==> config.mk <==
export PLATFORM = sky130hd
export DESIGN_NAME = acc_ctrl
export DESIGN_NICKNAME = d
export VERILOG_FILES = /design/src/rtl/acc_pkg.sv /design/src/rtl/acc_ctrl.sv
export SDC_FILE = /design/constraint.sdc
export NUM_CORES = 2
export LEC_CHECK = 0
export ABC_AREA = 1
export ABC_CLOCK_PERIOD_IN_PS = 4600
export BUFFER_PORTS_ARGS = -buffer_cell sky130_fd_sc_hd__buf_2
export CORE_MARGIN = 2
export CORE_UTILIZATION = 54
export DETAILED_ROUTE_END_ITERATION = 10
export HOLD_SLACK_MARGIN = 0.08
export PLACE_DENSITY = 0.77
export SLEW_MARGIN = 20
export SYNTH_ARGS = -nofsm -noshare
export SYNTH_HDL_FRONTEND = slang
export SYNTH_SLANG_ARGS = --single-unit
==> constraint.sdc <==
create_clock -name clk_in -period 4.6 [get_ports clk_in]
set_clock_uncertainty 0.05 [all_clocks]
set_input_delay 0.92 -clock clk_in [delete_from_list [all_inputs] [get_ports clk_in]]
set_output_delay 0.92 -clock clk_in [all_outputs]
set_load 0.02 [all_outputs]
==> src/rtl/acc_pkg.sv <==
// Package for the amplifier channel command controller.
// Assumes a 200 MHz clock and a fixed set of five channels (index 4 is the
// virtual channel) with two subchannels each.
package acc_pkg;

  // ----------------------------------------------------------------------
  // Geometry and timing
  // ----------------------------------------------------------------------
  localparam int NCH         = 5;
  localparam int NSUB        = 2;
  localparam int NSLOT       = NCH * NSUB;
  localparam int VIRT_CH     = 4;
  localparam int CLK_KHZ     = 200000;
  localparam int CAL_TIME_MS = 3000;
  localparam int OVF_TIME_MS = 3000;
  localparam int CAL_CYCLES  = CAL_TIME_MS * CLK_KHZ;
  localparam int OVF_CYCLES  = OVF_TIME_MS * CLK_KHZ;

  // ----------------------------------------------------------------------
  // Register offsets and fields
  // ----------------------------------------------------------------------
  localparam logic [7:0] ADR_CHSEL     = 8'h00;
  localparam logic [7:0] ADR_SUBSEL    = 8'h04;
  localparam logic [7:0] ADR_PARAM1    = 8'h08;
  localparam logic [7:0] ADR_PARAM2    = 8'h0C;
  localparam logic [7:0] ADR_PARAM3    = 8'h10;
  localparam logic [7:0] ADR_CMD       = 8'h14;
  localparam logic [7:0] ADR_STATUS    = 8'h18;
  localparam logic [7:0] ADR_REPLY     = 8'h1C;
  localparam logic [7:0] ADR_STORE_CFG = 8'h20;
  localparam int         PARAM_PRESENT = 16;
  localparam int         REPLY_VALID   = 8;
  localparam int         ST_ERR        = 0;
  localparam int         ST_REPLY      = 1;
  localparam int         ST_CAL        = 2;

  // ----------------------------------------------------------------------
  // Command opcodes
  // ----------------------------------------------------------------------
  localparam logic [3:0] OP_CAL      = 4'h1;
  localparam logic [3:0] OP_CAL_Q    = 4'h2;
  localparam logic [3:0] OP_ACL      = 4'h3;
  localparam logic [3:0] OP_ACL_Q    = 4'h4;
  localparam logic [3:0] OP_AIS      = 4'h5;
  localparam logic [3:0] OP_AIS_Q    = 4'h6;
  localparam logic [3:0] OP_CPV      = 4'h7;
  localparam logic [3:0] OP_HPV      = 4'h8;
  localparam logic [3:0] OP_HPV_Q    = 4'h9;
  localparam logic [3:0] OP_HPV_LIST = 4'hA;
  localparam logic [3:0] OP_SAD      = 4'hB;

  // ----------------------------------------------------------------------
  // Parameter codes and reset values
  // ----------------------------------------------------------------------
  localparam logic [5:0] SRC_ZERO  = 6'h28;
  localparam logic [5:0] SRC_CAL   = 6'h29;
  localparam logic [5:0] SRC_MEAS  = 6'h2A;
  localparam logic [4:0] EXC_NONE  = 5'h0A;
  localparam logic [4:0] EXC_2V5   = 5'h0D;
  localparam logic [9:0] TT_BR_LO  = 10'h15E;
  localparam logic [9:0] TT_BR_HI  = 10'h181;
  localparam logic [9:0] TT_DEF    = 10'h15E;
  localparam logic [9:0] TT_VIRT   = 10'h23F;
  localparam logic [9:0] SENS_DEF  = 10'h30A;
  localparam logic [7:0] CH_ZERO   = 8'h30;
  localparam logic [7:0] CH_COMMA  = 8'h2C;
  localparam logic [7:0] CH_COLON  = 8'h3A;
  localparam logic [7:0] CH_TERM   = 8'h0A;

  // ----------------------------------------------------------------------
  // Types
  // ----------------------------------------------------------------------
  typedef enum logic [2:0] {
    R_IDLE  = 3'b001,
    R_FIELD = 3'b010,
    R_TERM  = 3'b100
  } acc_rstate_e;

  typedef struct packed {
    logic       auto_adjust_enable_cmd;
    logic       cal_run;
    logic       cal_unlock;
    logic [5:0] src;
    logic [4:0] exc;
    logic [9:0] ttype;
    logic [9:0] sens;
  } acc_cfg_s;

  typedef struct packed {
    logic [15:0] mx;
    logic [15:0] mn;
    logic [15:0] pp;
    logic [2:0]  frz;
  } acc_peak_s;

endpackage : acc_pkg

==> src/rtl/acc_ctrl.sv <==
// Amplifier channel command controller: Wishbone register slave that runs
// calibration, auto-calibration, input source, peak store and adaptation
// commands on the selected channels and serialises ASCII replies.
// Assumes synchronous inputs and measured values fresh every clock.
//
// Function
// - One-shot calibrate starts cal, unlocks, keeps auto.
// - Calibration running flag marks unstable values.
// - Cal status query replies 0 idle, 1 running.
// - Auto-cal 0 off, 1 on; reset enabled.
// - Auto-cal starts on plug-in or long overflow.
// - Auto-cal only for bridge-like transducer types.
// - Auto-cal query replies enable per subchannel.
// - Input source accepts 40, 41, 42.
// - Input source 43 and 46 rejected.
// - Input source query replies selected code.
// - Clear selects max, min or peak-peak store.
// - Clear loads min/max with value, peak-peak zero.
// - Peak-peak uses its own private min/max trackers.
// - Stores exist only when created in configuration.
// - Virtual channel has no peak stores.
// - Freeze 1 suspends, 0 resumes store updating.
// - All stores update-enabled after reset.
// - Freeze query replies store number and hold bit.
// - Missing store gives empty field between colons.
// - Store list query replies available store numbers.
// - Adaptation sets excitation, type, optional sensitivity.
// - Excitation 10 and 13 accepted, others rejected.
// - Commands act only on selected channel/subchannels.
`timescale 1ns/10ps

module acc_ctrl #(
  parameter int CAL_CYC = acc_pkg::CAL_CYCLES,
  parameter int OVF_CYC = acc_pkg::OVF_CYCLES
) (
  input  wire logic                                      clk_in,
  input  wire logic                                      rstn_in,
  input  wire logic                                      wb_cyc_in,
  input  wire logic                                      wb_stb_in,
  input  wire logic                                      wb_we_in,
  input  wire logic [7:0]                                wb_adr_in,
  input  wire logic [3:0]                                wb_sel_in,
  input  wire logic [31:0]                               wb_dat_in,
  output logic      [31:0]                               wb_dat_out,
  output logic                                           wb_ack_out,
  input  wire logic [acc_pkg::NSLOT-1:0][15:0]           meas_in,
  input  wire logic [acc_pkg::NSLOT-1:0]                 sensor_plug_in,
  input  wire logic [acc_pkg::NSLOT-1:0]                 overflow_in,
  output acc_pkg::acc_cfg_s  [acc_pkg::NSLOT-1:0]        cfg_out,
  output acc_pkg::acc_peak_s [acc_pkg::NSLOT-1:0]        peak_out,
  output logic      [2:0]                                store_created_out
);

  // ----------------------------------------------------------------------
  // State
  // ----------------------------------------------------------------------
  typedef struct packed {
    acc_pkg::acc_cfg_s  cfg;
    acc_pkg::acc_peak_s pk;
    logic [15:0]        ppmx;
    logic [15:0]        ppmn;
    logic [29:0]        cal_cnt;
    logic [29:0]        ovf_cnt;
  } acc_slot_s;

  typedef struct packed {
    acc_slot_s [acc_pkg::NSLOT-1:0] slot;
    logic [acc_pkg::NCH-1:0]        chsel;
    logic [acc_pkg::NSUB-1:0]       subsel;
    logic [2:0]                     created;
    logic [16:0]                    p1;
    logic [16:0]                    p2;
    logic [16:0]                    p3;
    logic                           err;
    logic                           ack;
    logic [31:0]                    dat;
    acc_pkg::acc_rstate_e           rst;
    logic [3:0]                     rop;
    logic [1:0]                     rstore;
    logic [3:0]                     rslot;
    logic [2:0]                     ridx;
  } acc_state_s;

  acc_state_s s_r;
  acc_state_s s_nxt;

  // ----------------------------------------------------------------------
  // Helpers
  // ----------------------------------------------------------------------
  function automatic logic [31:0] wmerge(input logic [31:0] old_v, input logic [31:0] new_v,
                                         input logic [3:0] sel);
    logic [31:0] r;
    r = old_v;
    for (int b = 0; b < 4; b++) begin
      if (sel[b]) begin
        r[b*8 +: 8] = new_v[b*8 +: 8];
      end
    end
    return r;
  endfunction : wmerge

  function automatic logic is_sel(input acc_state_s st, input int i);
    return st.chsel[i / acc_pkg::NSUB] & st.subsel[i % acc_pkg::NSUB];
  endfunction : is_sel

  // First selected slot after position frm; bit 4 flags that one exists
  function automatic logic [4:0] next_sel(input acc_state_s st, input int frm);
    logic [4:0] r;
    r = 5'h00;
    for (int i = acc_pkg::NSLOT - 1; i >= 0; i--) begin
      if (i > frm && is_sel(st, i)) begin
        r = {1'b1, 4'(i)};
      end
    end
    return r;
  endfunction : next_sel

  function automatic logic is_bridge(input logic [9:0] tt);
    return (tt >= acc_pkg::TT_BR_LO) && (tt <= acc_pkg::TT_BR_HI);
  endfunction : is_bridge

  // One character of a slot's reply field; zero marks the field's end
  function automatic logic [7:0] fchar(input logic [3:0] op, input acc_slot_s sl,
                                       input logic virt, input logic [2:0] created,
                                       input logic [1:0] store, input logic [2:0] idx);
    logic [4:0][7:0] s;
    int              n;
    s = '0;
    n = 0;
    if (op == acc_pkg::OP_CAL_Q) begin
      s[0] = acc_pkg::CH_ZERO + 8'(sl.cfg.cal_run);
    end else if (op == acc_pkg::OP_ACL_Q) begin
      s[0] = acc_pkg::CH_ZERO + 8'(sl.cfg.auto_adjust_enable_cmd);
    end else if (op == acc_pkg::OP_AIS_Q) begin
      s[0] = acc_pkg::CH_ZERO + 8'(sl.cfg.src / 6'h0A);
      s[1] = acc_pkg::CH_ZERO + 8'(sl.cfg.src % 6'h0A);
    end else if (op == acc_pkg::OP_HPV_Q) begin
      if (!virt && created[store - 2'h1]) begin
        s[0] = acc_pkg::CH_ZERO + 8'(store);
        s[1] = acc_pkg::CH_COMMA;
        s[2] = acc_pkg::CH_ZERO + 8'(sl.pk.frz[store - 2'h1]);
      end
    end else if (op == acc_pkg::OP_HPV_LIST && !virt) begin
      for (int k = 0; k < 3; k++) begin
        if (created[k]) begin
          if (n != 0) begin
            s[n] = acc_pkg::CH_COMMA;
            n++;
          end
          s[n] = acc_pkg::CH_ZERO + 8'(k + 1);
          n++;
        end
      end
    end
    return (idx < 3'h5) ? s[idx] : 8'h00;
  endfunction : fchar

  // ----------------------------------------------------------------------
  // Reply character at the head of the walker
  // ----------------------------------------------------------------------
  logic [7:0] cur_char;
  logic [4:0] nxt_slot;
  logic       field_end;

  always_comb begin
    cur_char  = 8'h00;
    field_end = 1'b0;
    nxt_slot  = next_sel(s_r, int'(s_r.rslot));
    case (s_r.rst)
      acc_pkg::R_FIELD: begin
        cur_char = fchar(s_r.rop, s_r.slot[s_r.rslot], (s_r.rslot / 4'(acc_pkg::NSUB)) ==
                         4'(acc_pkg::VIRT_CH), s_r.created, s_r.rstore, s_r.ridx);
        if (cur_char == 8'h00) begin
          field_end = 1'b1;
          if (!nxt_slot[4]) begin
            cur_char = acc_pkg::CH_TERM;
          end else if (s_r.rop == acc_pkg::OP_HPV_Q || s_r.rop == acc_pkg::OP_HPV_LIST ||
                       (nxt_slot[3:0] / 4'(acc_pkg::NSUB)) != (s_r.rslot / 4'(acc_pkg::NSUB))) begin
            cur_char = acc_pkg::CH_COLON;
          end else begin
            cur_char = acc_pkg::CH_COMMA;
          end
        end
      end
      acc_pkg::R_TERM: cur_char = acc_pkg::CH_TERM;
      default:         cur_char = 8'h00;
    endcase
  end

  // ----------------------------------------------------------------------
  // Next state
  // ----------------------------------------------------------------------
  logic        req;
  logic        cmd_go;
  logic [3:0]  op;
  logic [15:0] v1;
  logic [15:0] v2;
  logic        p1_on;
  logic        bad;
  logic        virt;
  logic        sel_i;
  logic        trig;
  logic [1:0]  store;
  logic [4:0]  first;
  logic signed [15:0] m;

  always_comb begin
    s_nxt  = s_r;
    s_nxt.ack = 1'b0;
    req    = wb_cyc_in & wb_stb_in & ~s_r.ack;
    cmd_go = req & wb_we_in & (wb_adr_in == acc_pkg::ADR_CMD);
    op     = wb_dat_in[3:0];
    v1     = s_r.p1[15:0];
    v2     = s_r.p2[15:0];
    p1_on  = s_r.p1[acc_pkg::PARAM_PRESENT];
    store  = p1_on ? v1[1:0] : 2'h1;
    bad    = 1'b0;
    first  = next_sel(s_r, -1);
    virt   = 1'b0;
    sel_i  = 1'b0;
    trig   = 1'b0;
    m      = '0;

    // Bus slave: one wait state, unmapped reads return zero
    if (req) begin
      s_nxt.ack = 1'b1;
      s_nxt.dat = 32'h0000_0000;
      if (wb_we_in) begin
        if (wb_adr_in == acc_pkg::ADR_CHSEL) begin
          s_nxt.chsel = 5'(wmerge(32'(s_r.chsel), wb_dat_in, wb_sel_in));
        end else if (wb_adr_in == acc_pkg::ADR_SUBSEL) begin
          s_nxt.subsel = 2'(wmerge(32'(s_r.subsel), wb_dat_in, wb_sel_in));
        end else if (wb_adr_in == acc_pkg::ADR_PARAM1) begin
          s_nxt.p1 = 17'(wmerge(32'(s_r.p1), wb_dat_in, wb_sel_in));
        end else if (wb_adr_in == acc_pkg::ADR_PARAM2) begin
          s_nxt.p2 = 17'(wmerge(32'(s_r.p2), wb_dat_in, wb_sel_in));
        end else if (wb_adr_in == acc_pkg::ADR_PARAM3) begin
          s_nxt.p3 = 17'(wmerge(32'(s_r.p3), wb_dat_in, wb_sel_in));
        end else if (wb_adr_in == acc_pkg::ADR_STORE_CFG) begin
          s_nxt.created = 3'(wmerge(32'(s_r.created), wb_dat_in, wb_sel_in));
        end
      end else begin
        if (wb_adr_in == acc_pkg::ADR_CHSEL) begin
          s_nxt.dat = 32'(s_r.chsel);
        end else if (wb_adr_in == acc_pkg::ADR_SUBSEL) begin
          s_nxt.dat = 32'(s_r.subsel);
        end else if (wb_adr_in == acc_pkg::ADR_PARAM1) begin
          s_nxt.dat = 32'(s_r.p1);
        end else if (wb_adr_in == acc_pkg::ADR_PARAM2) begin
          s_nxt.dat = 32'(s_r.p2);
        end else if (wb_adr_in == acc_pkg::ADR_PARAM3) begin
          s_nxt.dat = 32'(s_r.p3);
        end else if (wb_adr_in == acc_pkg::ADR_STORE_CFG) begin
          s_nxt.dat = 32'(s_r.created);
        end else if (wb_adr_in == acc_pkg::ADR_STATUS) begin
          s_nxt.dat[acc_pkg::ST_ERR]   = s_r.err;
          s_nxt.dat[acc_pkg::ST_REPLY] = (s_r.rst != acc_pkg::R_IDLE);
          for (int i = 0; i < acc_pkg::NSLOT; i++) begin
            s_nxt.dat[acc_pkg::ST_CAL] = s_nxt.dat[acc_pkg::ST_CAL] | s_r.slot[i].cfg.cal_run;
          end
        end else if (wb_adr_in == acc_pkg::ADR_REPLY) begin
          // Reading pops one character
          if (s_r.rst != acc_pkg::R_IDLE) begin
            s_nxt.dat = {23'h000000, 1'b1, cur_char};
            if (s_r.rst == acc_pkg::R_TERM || (field_end && !nxt_slot[4])) begin
              s_nxt.rst = acc_pkg::R_IDLE;
            end else if (field_end) begin
              s_nxt.rslot = nxt_slot[3:0];
              s_nxt.ridx  = 3'h0;
            end else begin
              s_nxt.ridx = s_r.ridx + 3'h1;
            end
          end
        end
      end
    end

    // Parameter checking for each command
    if (cmd_go) begin
      if (op == acc_pkg::OP_ACL) begin
        bad = !p1_on || (v1 > 16'h0001);
      end else if (op == acc_pkg::OP_AIS) begin
        bad = !(v1[15:6] == 10'h000 && (v1[5:0] == acc_pkg::SRC_ZERO ||
                v1[5:0] == acc_pkg::SRC_CAL || v1[5:0] == acc_pkg::SRC_MEAS));
      end else if (op == acc_pkg::OP_CPV) begin
        bad = p1_on && (v1 == 16'h0000 || v1 > 16'h0003);
      end else if (op == acc_pkg::OP_HPV || op == acc_pkg::OP_HPV_Q) begin
        bad = (v1 == 16'h0000) || (v1 > 16'h0003) || (op == acc_pkg::OP_HPV && v2 > 16'h0001);
      end else if (op == acc_pkg::OP_SAD) begin
        bad = !(v1 == 16'(acc_pkg::EXC_NONE) || v1 == 16'(acc_pkg::EXC_2V5));
      end else if (op > acc_pkg::OP_SAD || op == 4'h0) begin
        bad = 1'b1;
      end
      s_nxt.err = bad;
      // Queries restart the reply walker
      if (!bad && (op == acc_pkg::OP_CAL_Q || op == acc_pkg::OP_ACL_Q ||
                   op == acc_pkg::OP_AIS_Q || op == acc_pkg::OP_HPV_Q ||
                   op == acc_pkg::OP_HPV_LIST)) begin
        s_nxt.rop    = op;
        s_nxt.rstore = v1[1:0];
        s_nxt.rslot  = first[3:0];
        s_nxt.ridx   = 3'h0;
        s_nxt.rst    = first[4] ? acc_pkg::R_FIELD : acc_pkg::R_TERM;
      end
    end

    // Per-slot behaviour
    for (int i = 0; i < acc_pkg::NSLOT; i++) begin
      virt  = (i / acc_pkg::NSUB) == acc_pkg::VIRT_CH;
      sel_i = is_sel(s_r, i) & cmd_go & ~bad;
      m     = $signed(meas_in[i]);

      // Calibration timer
      if (s_r.slot[i].cfg.cal_run) begin
        if (s_r.slot[i].cal_cnt == 30'(CAL_CYC - 1)) begin
          s_nxt.slot[i].cfg.cal_run = 1'b0;
          s_nxt.slot[i].cal_cnt     = 30'h0;
        end else begin
          s_nxt.slot[i].cal_cnt = s_r.slot[i].cal_cnt + 30'h1;
        end
      end

      // Overflow dwell and automatic start
      trig = 1'b0;
      if (overflow_in[i]) begin
        if (s_r.slot[i].ovf_cnt == 30'(OVF_CYC - 1)) begin
          s_nxt.slot[i].ovf_cnt = 30'h0;
          trig = 1'b1;
        end else begin
          s_nxt.slot[i].ovf_cnt = s_r.slot[i].ovf_cnt + 30'h1;
        end
      end else begin
        s_nxt.slot[i].ovf_cnt = 30'h0;
      end
      trig = (trig | sensor_plug_in[i]) & s_r.slot[i].cfg.auto_adjust_enable_cmd & ~virt &
             is_bridge(s_r.slot[i].cfg.ttype);
      if (trig || (sel_i && op == acc_pkg::OP_CAL && !virt)) begin
        s_nxt.slot[i].cfg.cal_run = 1'b1;
        s_nxt.slot[i].cal_cnt     = 30'h0;
      end
      if (sel_i && op == acc_pkg::OP_CAL && !virt) begin
        s_nxt.slot[i].cfg.cal_unlock = 1'b1;
      end

      // Configuration commands
      if (sel_i && op == acc_pkg::OP_ACL) begin
        s_nxt.slot[i].cfg.auto_adjust_enable_cmd = v1[0];
      end
      if (sel_i && op == acc_pkg::OP_AIS && (!virt || v1[5:0] == acc_pkg::SRC_MEAS)) begin
        s_nxt.slot[i].cfg.src = v1[5:0];
      end
      if (sel_i && op == acc_pkg::OP_SAD && !virt) begin
        s_nxt.slot[i].cfg.exc   = v1[4:0];
        s_nxt.slot[i].cfg.ttype = v2[9:0];
        if (s_r.p3[acc_pkg::PARAM_PRESENT]) begin
          s_nxt.slot[i].cfg.sens = s_r.p3[9:0];
        end
      end
      if (sel_i && op == acc_pkg::OP_HPV && !virt) begin
        s_nxt.slot[i].pk.frz[store - 2'h1] = v2[0];
      end

      // Peak tracking, held while frozen
      if (!virt) begin
        if (s_r.created[0] && !s_r.slot[i].pk.frz[0] &&
            m > $signed(s_r.slot[i].pk.mx)) begin
          s_nxt.slot[i].pk.mx = m;
        end
        if (s_r.created[1] && !s_r.slot[i].pk.frz[1] &&
            m < $signed(s_r.slot[i].pk.mn)) begin
          s_nxt.slot[i].pk.mn = m;
        end
        if (s_r.created[2] && !s_r.slot[i].pk.frz[2]) begin
          if (m > $signed(s_r.slot[i].ppmx)) begin
            s_nxt.slot[i].ppmx = m;
          end
          if (m < $signed(s_r.slot[i].ppmn)) begin
            s_nxt.slot[i].ppmn = m;
          end
          s_nxt.slot[i].pk.pp = s_nxt.slot[i].ppmx - s_nxt.slot[i].ppmn;
        end
      end

      // Clear reloads even a frozen store
      if (sel_i && op == acc_pkg::OP_CPV && !virt && s_r.created[store - 2'h1]) begin
        if (store == 2'h1) begin
          s_nxt.slot[i].pk.mx = m;
        end else if (store == 2'h2) begin
          s_nxt.slot[i].pk.mn = m;
        end else begin
          s_nxt.slot[i].ppmx  = m;
          s_nxt.slot[i].ppmn  = m;
          s_nxt.slot[i].pk.pp = 16'h0000;
        end
      end
    end
  end

  // ----------------------------------------------------------------------
  // Registers
  // ----------------------------------------------------------------------
  always_ff @(posedge clk_in or negedge rstn_in) begin
    if (!rstn_in) begin
      s_r     <= '0;
      s_r.rst <= acc_pkg::R_IDLE;
      for (int i = 0; i < acc_pkg::NSLOT; i++) begin
        s_r.slot[i].cfg.auto_adjust_enable_cmd  <= 1'b1;
        s_r.slot[i].cfg.src  <= acc_pkg::SRC_MEAS;
        s_r.slot[i].cfg.sens <= acc_pkg::SENS_DEF;
        s_r.slot[i].pk.frz   <= 3'h0;
        if ((i / acc_pkg::NSUB) == acc_pkg::VIRT_CH) begin
          s_r.slot[i].cfg.exc   <= acc_pkg::EXC_NONE;
          s_r.slot[i].cfg.ttype <= acc_pkg::TT_VIRT;
        end else begin
          s_r.slot[i].cfg.exc   <= acc_pkg::EXC_2V5;
          s_r.slot[i].cfg.ttype <= acc_pkg::TT_DEF;
        end
      end
    end else begin
      s_r <= s_nxt;
    end
  end

  // ----------------------------------------------------------------------
  // Outputs
  // ----------------------------------------------------------------------
  assign wb_ack_out        = s_r.ack;
  assign wb_dat_out        = s_r.dat;
  assign store_created_out = s_r.created;

  for (genvar g = 0; g < acc_pkg::NSLOT; g++) begin : g_out
    assign cfg_out[g]  = s_r.slot[g].cfg;
    assign peak_out[g] = s_r.slot[g].pk;
  end

endmodule : acc_ctrl

Yosys cells after proc, flatten, opt, wreduce, memory -nomap -nowiden
Index checks and enable logic that the tools add are counted.
- flip-flop bits (word level): 1663
- RAM bits: 0
- memories: 0
- output and inout port bits: 886
- word-level logic and storage cells: 1020
- latch bits: 0
- memory bits (read-only): 0
- bits of input ports: 229
- $mul: 0
- add/subtract/negate cells: 40
- order comparisons: 75
- multiplexer cells: 391
- divide/modulo/power cells: 2
- reductions and logical operators: 220
- equality and inequality tests: 56
- shift operators: 0
- bitwise operators: 86
- operators with widths (cell ; number):
    $mux 32 ; 73
    $mux 30 ; 46
    $mux 16 ; 84
    $mux 40 ; 25
    $bmux 177 s4 ; 1
    $add 30x1->30 const B ; 20
    $eq 30x30->1 const B ; 20
    $mux 48 ; 8
    $gt 16x16->1 ; 16
    $lt 16x16->1 ; 16
    $mux 177 ; 1
    $logic_and 1x1->1 ; 131
    $ge 32x1->1 const B ; 4
    $lt 32x5->1 const B ; 4
    $mux 8 ; 16
    $sub 16x16->16 ; 8
    $mux 5 ; 20
    $add 32x2->32 const B ; 3
    $demux 8 s3 ; 4
    $mux 7 ; 12
    $ge 10x9->1 const B ; 8
    $le 10x9->1 const B ; 8
    $not 25->25 ; 3
    $mux 17 ; 4
    other kinds (76) ; 335

Logic depth before layout (Yosys ltp)
- depth after elaboration: 70
- depth in mapped cells: 43
- mapped depth without buffers: 41

Worst setup path before layout
Ideal clock, no wire load.
- kind: input port to flip-flop
- from: input port meas_in[65] (netlist name)
- to: register s_r, in the netlist peak_out[222]
- setup time: 0.120 ns
- path slack: -0.864 ns
- arrival time: 5.294 ns
- stages: 37
- path buffers: 1
- required time: 4.430 ns
- cells stage by stage: ha_1 -> a21boi_0 -> o211ai_1 -> nand2_1 -> a21oi_1 -> nor2_1 -> o21a_1 -> o21a_1 -> o211ai_1 -> o2111ai_1 -> xor2_1 -> clkbuf_1 -> o21ai_0 -> ha_1 -> a21oi_1 -> nor2_1 -> nor2_1 -> nor2_1 -> o21ai_0 -> nand2_1 -> nand2_1 -> nand2_1 -> nand2_1 -> nand2_1 -> a21oi_1 -> o21ai_0 -> a21oi_1 -> o21bai_1 -> a21oi_1 -> o21ai_0 -> nand2_1 -> nand2_1 -> a21oi_1 -> xor2_1 -> nand2_1 -> o211ai_1 -> inv_1
- RTL lines (what ; RTL line ; RTL):
    start: declaration ; acc_ctrl.sv:46 ; input wire logic [acc_pkg::NSLOT-1:0][15:0] meas_in,
    end signal: assignment ; acc_ctrl.sv:420 ; s_r <= s_nxt;
    end: declaration ; acc_ctrl.sv:84 ; acc_state_s s_r;

==> results.md <==
* Run status: finished with violations
* Violations in the final reports: negative setup slack
* Effective utilization at floorplan at 54.3%
* Total track usage at between 30% and 40%
* Tot Pwr at about 37 mW
* Number of instances in the synthesized netlist at between 10000 and 15000
* Port Buf Inserts at about 900
* CP arrival at between 5000 and 6000 ps
* Post-route ant nets at 0
* Total power per unit cell area at ~310 mW/mm²
* DRC at 0
* Fin. max-slew vios at 0
* Mapped Avg Cell Area at around 7.8 µm²
* Maximum capacitance violations at 0
* Cell accounting for the most synthesized area: sky130_fd_sc_hd__dfrtp_1
* Leakage dissipation at between 60 and 70 nW
* Cell area after placement at around 0.11 mm²
* Max clock buf depth at 3
* Post-DP HPWL at between 200 and 250 mm
* Wirelength per Cell at between 15 and 20 µm
* Combinational fraction of design power at between 10% and 20%
* Post-synthesis async set-or-reset flop share at between 90% and 100%
* Leading cell types by total area after synthesis: sky130_fd_sc_hd__dfrtp_1, sky130_fd_sc_hd__nand2_1, sky130_fd_sc_hd__ha_1
* Worst stage delay on the critical path at roughly 390 ps
* Maximum fanout encountered on the critical timing path at 5
* 1st-iter DRT viols at about 7900
* Final hold vios at 0
* Final wirelength at 322 mm
* Total via count in the routed design at 90500
* Required time worst endpoint at around 5300 ps
* Post-layout nets at 14700
* CTS tree: yes
* Area added between synthesis and finish at 16.4%
* Site Rows at 158
* Number of setup violations in the final report at 39
* Number of CTS-inserted buffers at 178
* Number of global-route vias before repair at 85700
* Latest clock arrival within the worst-skew pair at around 900 ps
* Post-synth cell types at 75
* Pin count of the biggest net entering global routing at approximately 110
* Final setup margin at -580 ps
* Sum of overflow across all layers after global routing at 0
* Number of iterations in the first detailed-routing pass at 10
* Initial antenna violation count at 29
* Int Pwr at between 20 and 30 mW
* Post-Layout Inst Area at roughly 0.12 mm²
* Netlist area before placement at 0.101 mm²
* Most frequently used cell type in the post-synthesis netlist: sky130_fd_sc_hd__nand2_1
* Reg power frac at ~39%
* Reg clk slew, reported paths at roughly 60 ps
* Number of H-tree levels at 4
* Kind of critical path: flop to flop
* IO Pins at ~1100
* Warnings, synthesis at 0
* First-pass GRT wire length at between 400 and 500 mm
* Tightest Pin Transition at between 1000 and 1500 ps
* Fmax at approximately 190 MHz
* Final Wtd Congestion at about 0.98
* Most common flop cell mapped by yosys: sky130_fd_sc_hd__dfrtp_1
* Number of enable-type register cells in the synthesized netlist at 0
* Top-area cell type share of the netlist area at a little over a third
* Routed via count divided by cell count at ~5.5
* Tmin final at ~5200 ps
* Synth Register Bits at roughly 1600
* Root Buffer: sky130_fd_sc_hd__clkbuf_16
* Setup slack after placement at -1120 ps
* Commonest cells in the netlist: sky130_fd_sc_hd__nand2_1, sky130_fd_sc_hd__inv_1, sky130_fd_sc_hd__dfrtp_1, sky130_fd_sc_hd__o21ai_0, sky130_fd_sc_hd__nor2_1
* Die boundary height at 436 µm
* Largest voltage drop on the vdd net at approximately 0.3 mV
* Slew margin rel. at 24.0%
* Element type at the critical path end: flop
* Die footprint at about 0.19 mm²
* Critical path's most frequent cell: sky130_fd_sc_hd__nand2_1
* Switching part of the total power at 28.6%
* Net Switching at approximately 11 mW
* Die outline width at 436 µm
* Placeable core region at roughly 0.19 mm²
* Worst Setup Start Kind: flop
* Final cycle utilization of the critical path at 113%
* Post-synthesis sequential area ratio at between 30% and 40%
* Fin util at roughly 63%
* Share of power burned in the clock network at between 40% and 50%
* Worst hold path type: primary input to flop
* Clock Sinks at between 1500 and 2000
* Unrepaired setup endpoints after global routing: true
* Max stage delay cell, worst path: sky130_fd_sc_hd__dfrtp_1
* Share of layout cells above drive strength 1 at between 20 and 25%
[final cells by class]
cell class | count | area, µm²
tap | 2480 | 3100
clock buffer | 248 | 5200
fill | 15600 | 68200
timing repair inverter | 1 | 6.26
sequential | 1588 | 39900
inverter | 1984 | 7480
antenna | 25 | 62.6
multi-input combinational | 8307 | 48300
clock inverter | 84 | 1200
timing repair buffer | 1792 | 11900
[state kept, by name (all words and copies together), names as in the netlist]
name and cells:
peak_out 408, s_r 870, wb_ack_out 1, p1_on 1, cfg_out 288, store_created_out 3, wb_dat_out 17
[logic make-up after synthesis]
family | Yosys count | share of synthesized area [%]
buffers and inverters | 3231 | 15.4
flip-flops | 1588 | 39.6
AND/OR/NAND/NOR | 4445 | 18.8
XOR/XNOR | 222 | 1.93
adder cells (fa/ha/maj) | 658 | 8.23
AO/OA/AOI/OAI | 2777 | 15.7
multiplexers | 34 | 0.338
other | 2 | 0.00746
[layer usage]
metal  global-route usage (%)  up-vias  share of wire [%]
met5                        0        -              0.017
met4                     24.1        8                8.5
met3                     6.11      941                6.9
met2                     51.8     3251                 45
met1                     40.8    43000                 39
li1                         -    43400                  -
[worst max-delay path, delay by kind of cell, from the launching register on]
| family | cells | cell delay [ps] |
|---|---|---|
| AOI/OAI and AO/OA | 17 | 2190 |
| and+or+nand+nor | 10 | 880 |
| adders and majority gates | 3 | 780 |
| buffers and inverters | 5 | 440 |
| DFF | 1 | 390 |
| xor gates and xnor gates | 1 | 270 |
[worst paths after layout]
| path | from | endpoint | slack (ps) | depth (start not counted) |
|---|---|---|---|---|
| setup / recovery | s_r[1411] | peak_out[374] | -580 | 36 |
| hold / removal | wb_dat_in[15] | s_r[99] | 240 | 3 |
| setup reg to reg | s_r[1411] | peak_out[374] | -580 | 36 |
| hold reg to reg | cfg_out[62] | cfg_out[62] | 410 | 2 |
| max in group asynchronous | rstn_in | cfg_out[251] | 2650 | 3 |
| min in group asynchronous | rstn_in | peak_out[261] | 640 | 2 |
[power groups by stage]
stage / Sequential, mW / Clock [mW] / Combinational [mW]
finish: 14.4 / 15.4 / 7.10
global route: 14.5 / 16.2 / 7.80
CTS: 14.4 / 15.6 / 6.47
detailed placement: 14.7 / 0 / 5.98
global placement: 14.7 / 0 / 5.88
floorplan: 14.6 / 0 / 3.71
[per-stage QoR]
step           instances  hold WS (ps)  TNS [ps]
6_report           16500           236     -7910
5_1_grt            16500           216    -22690
4_1_cts            16500           172     -4480
3_5_place_dp       16000           397    -39930
3_3_place_gp       16000           391    -33820
2_1_floorplan      13100           383     -8600
[what timing repair did]
| action | 4_1_cts | 5_1_grt |
|---|---|---|
| setup buffers | 115 | 53 |
| hold endpoints to repair | 20 | 0 |
| gates cloned | 5 | 1 |
| pin swaps | 119 | 207 |
| resized for setup | 154 | 321 |
| hold buffers | 1 | 0 |
| endpoints found under the setup margin | 45 | 79 |
[cells in the final DEF, fill, tap and decap left out, types with 179 or more instances in the layout]
cell                           n
sky130_fd_sc_hd__nand2_1    2227
sky130_fd_sc_hd__inv_1      1883
sky130_fd_sc_hd__dfrtp_1    1439
sky130_fd_sc_hd__o21ai_0    1276
sky130_fd_sc_hd__nor2_1     1003
sky130_fd_sc_hd__buf_2       892
sky130_fd_sc_hd__buf_4       822
sky130_fd_sc_hd__ha_1        618
sky130_fd_sc_hd__a21oi_1     555
sky130_fd_sc_hd__nor3_1      320
sky130_fd_sc_hd__nand3_1     311
sky130_fd_sc_hd__o211ai_1    242
sky130_fd_sc_hd__clkbuf_16   179
Power figures use the tool's default switching activity.
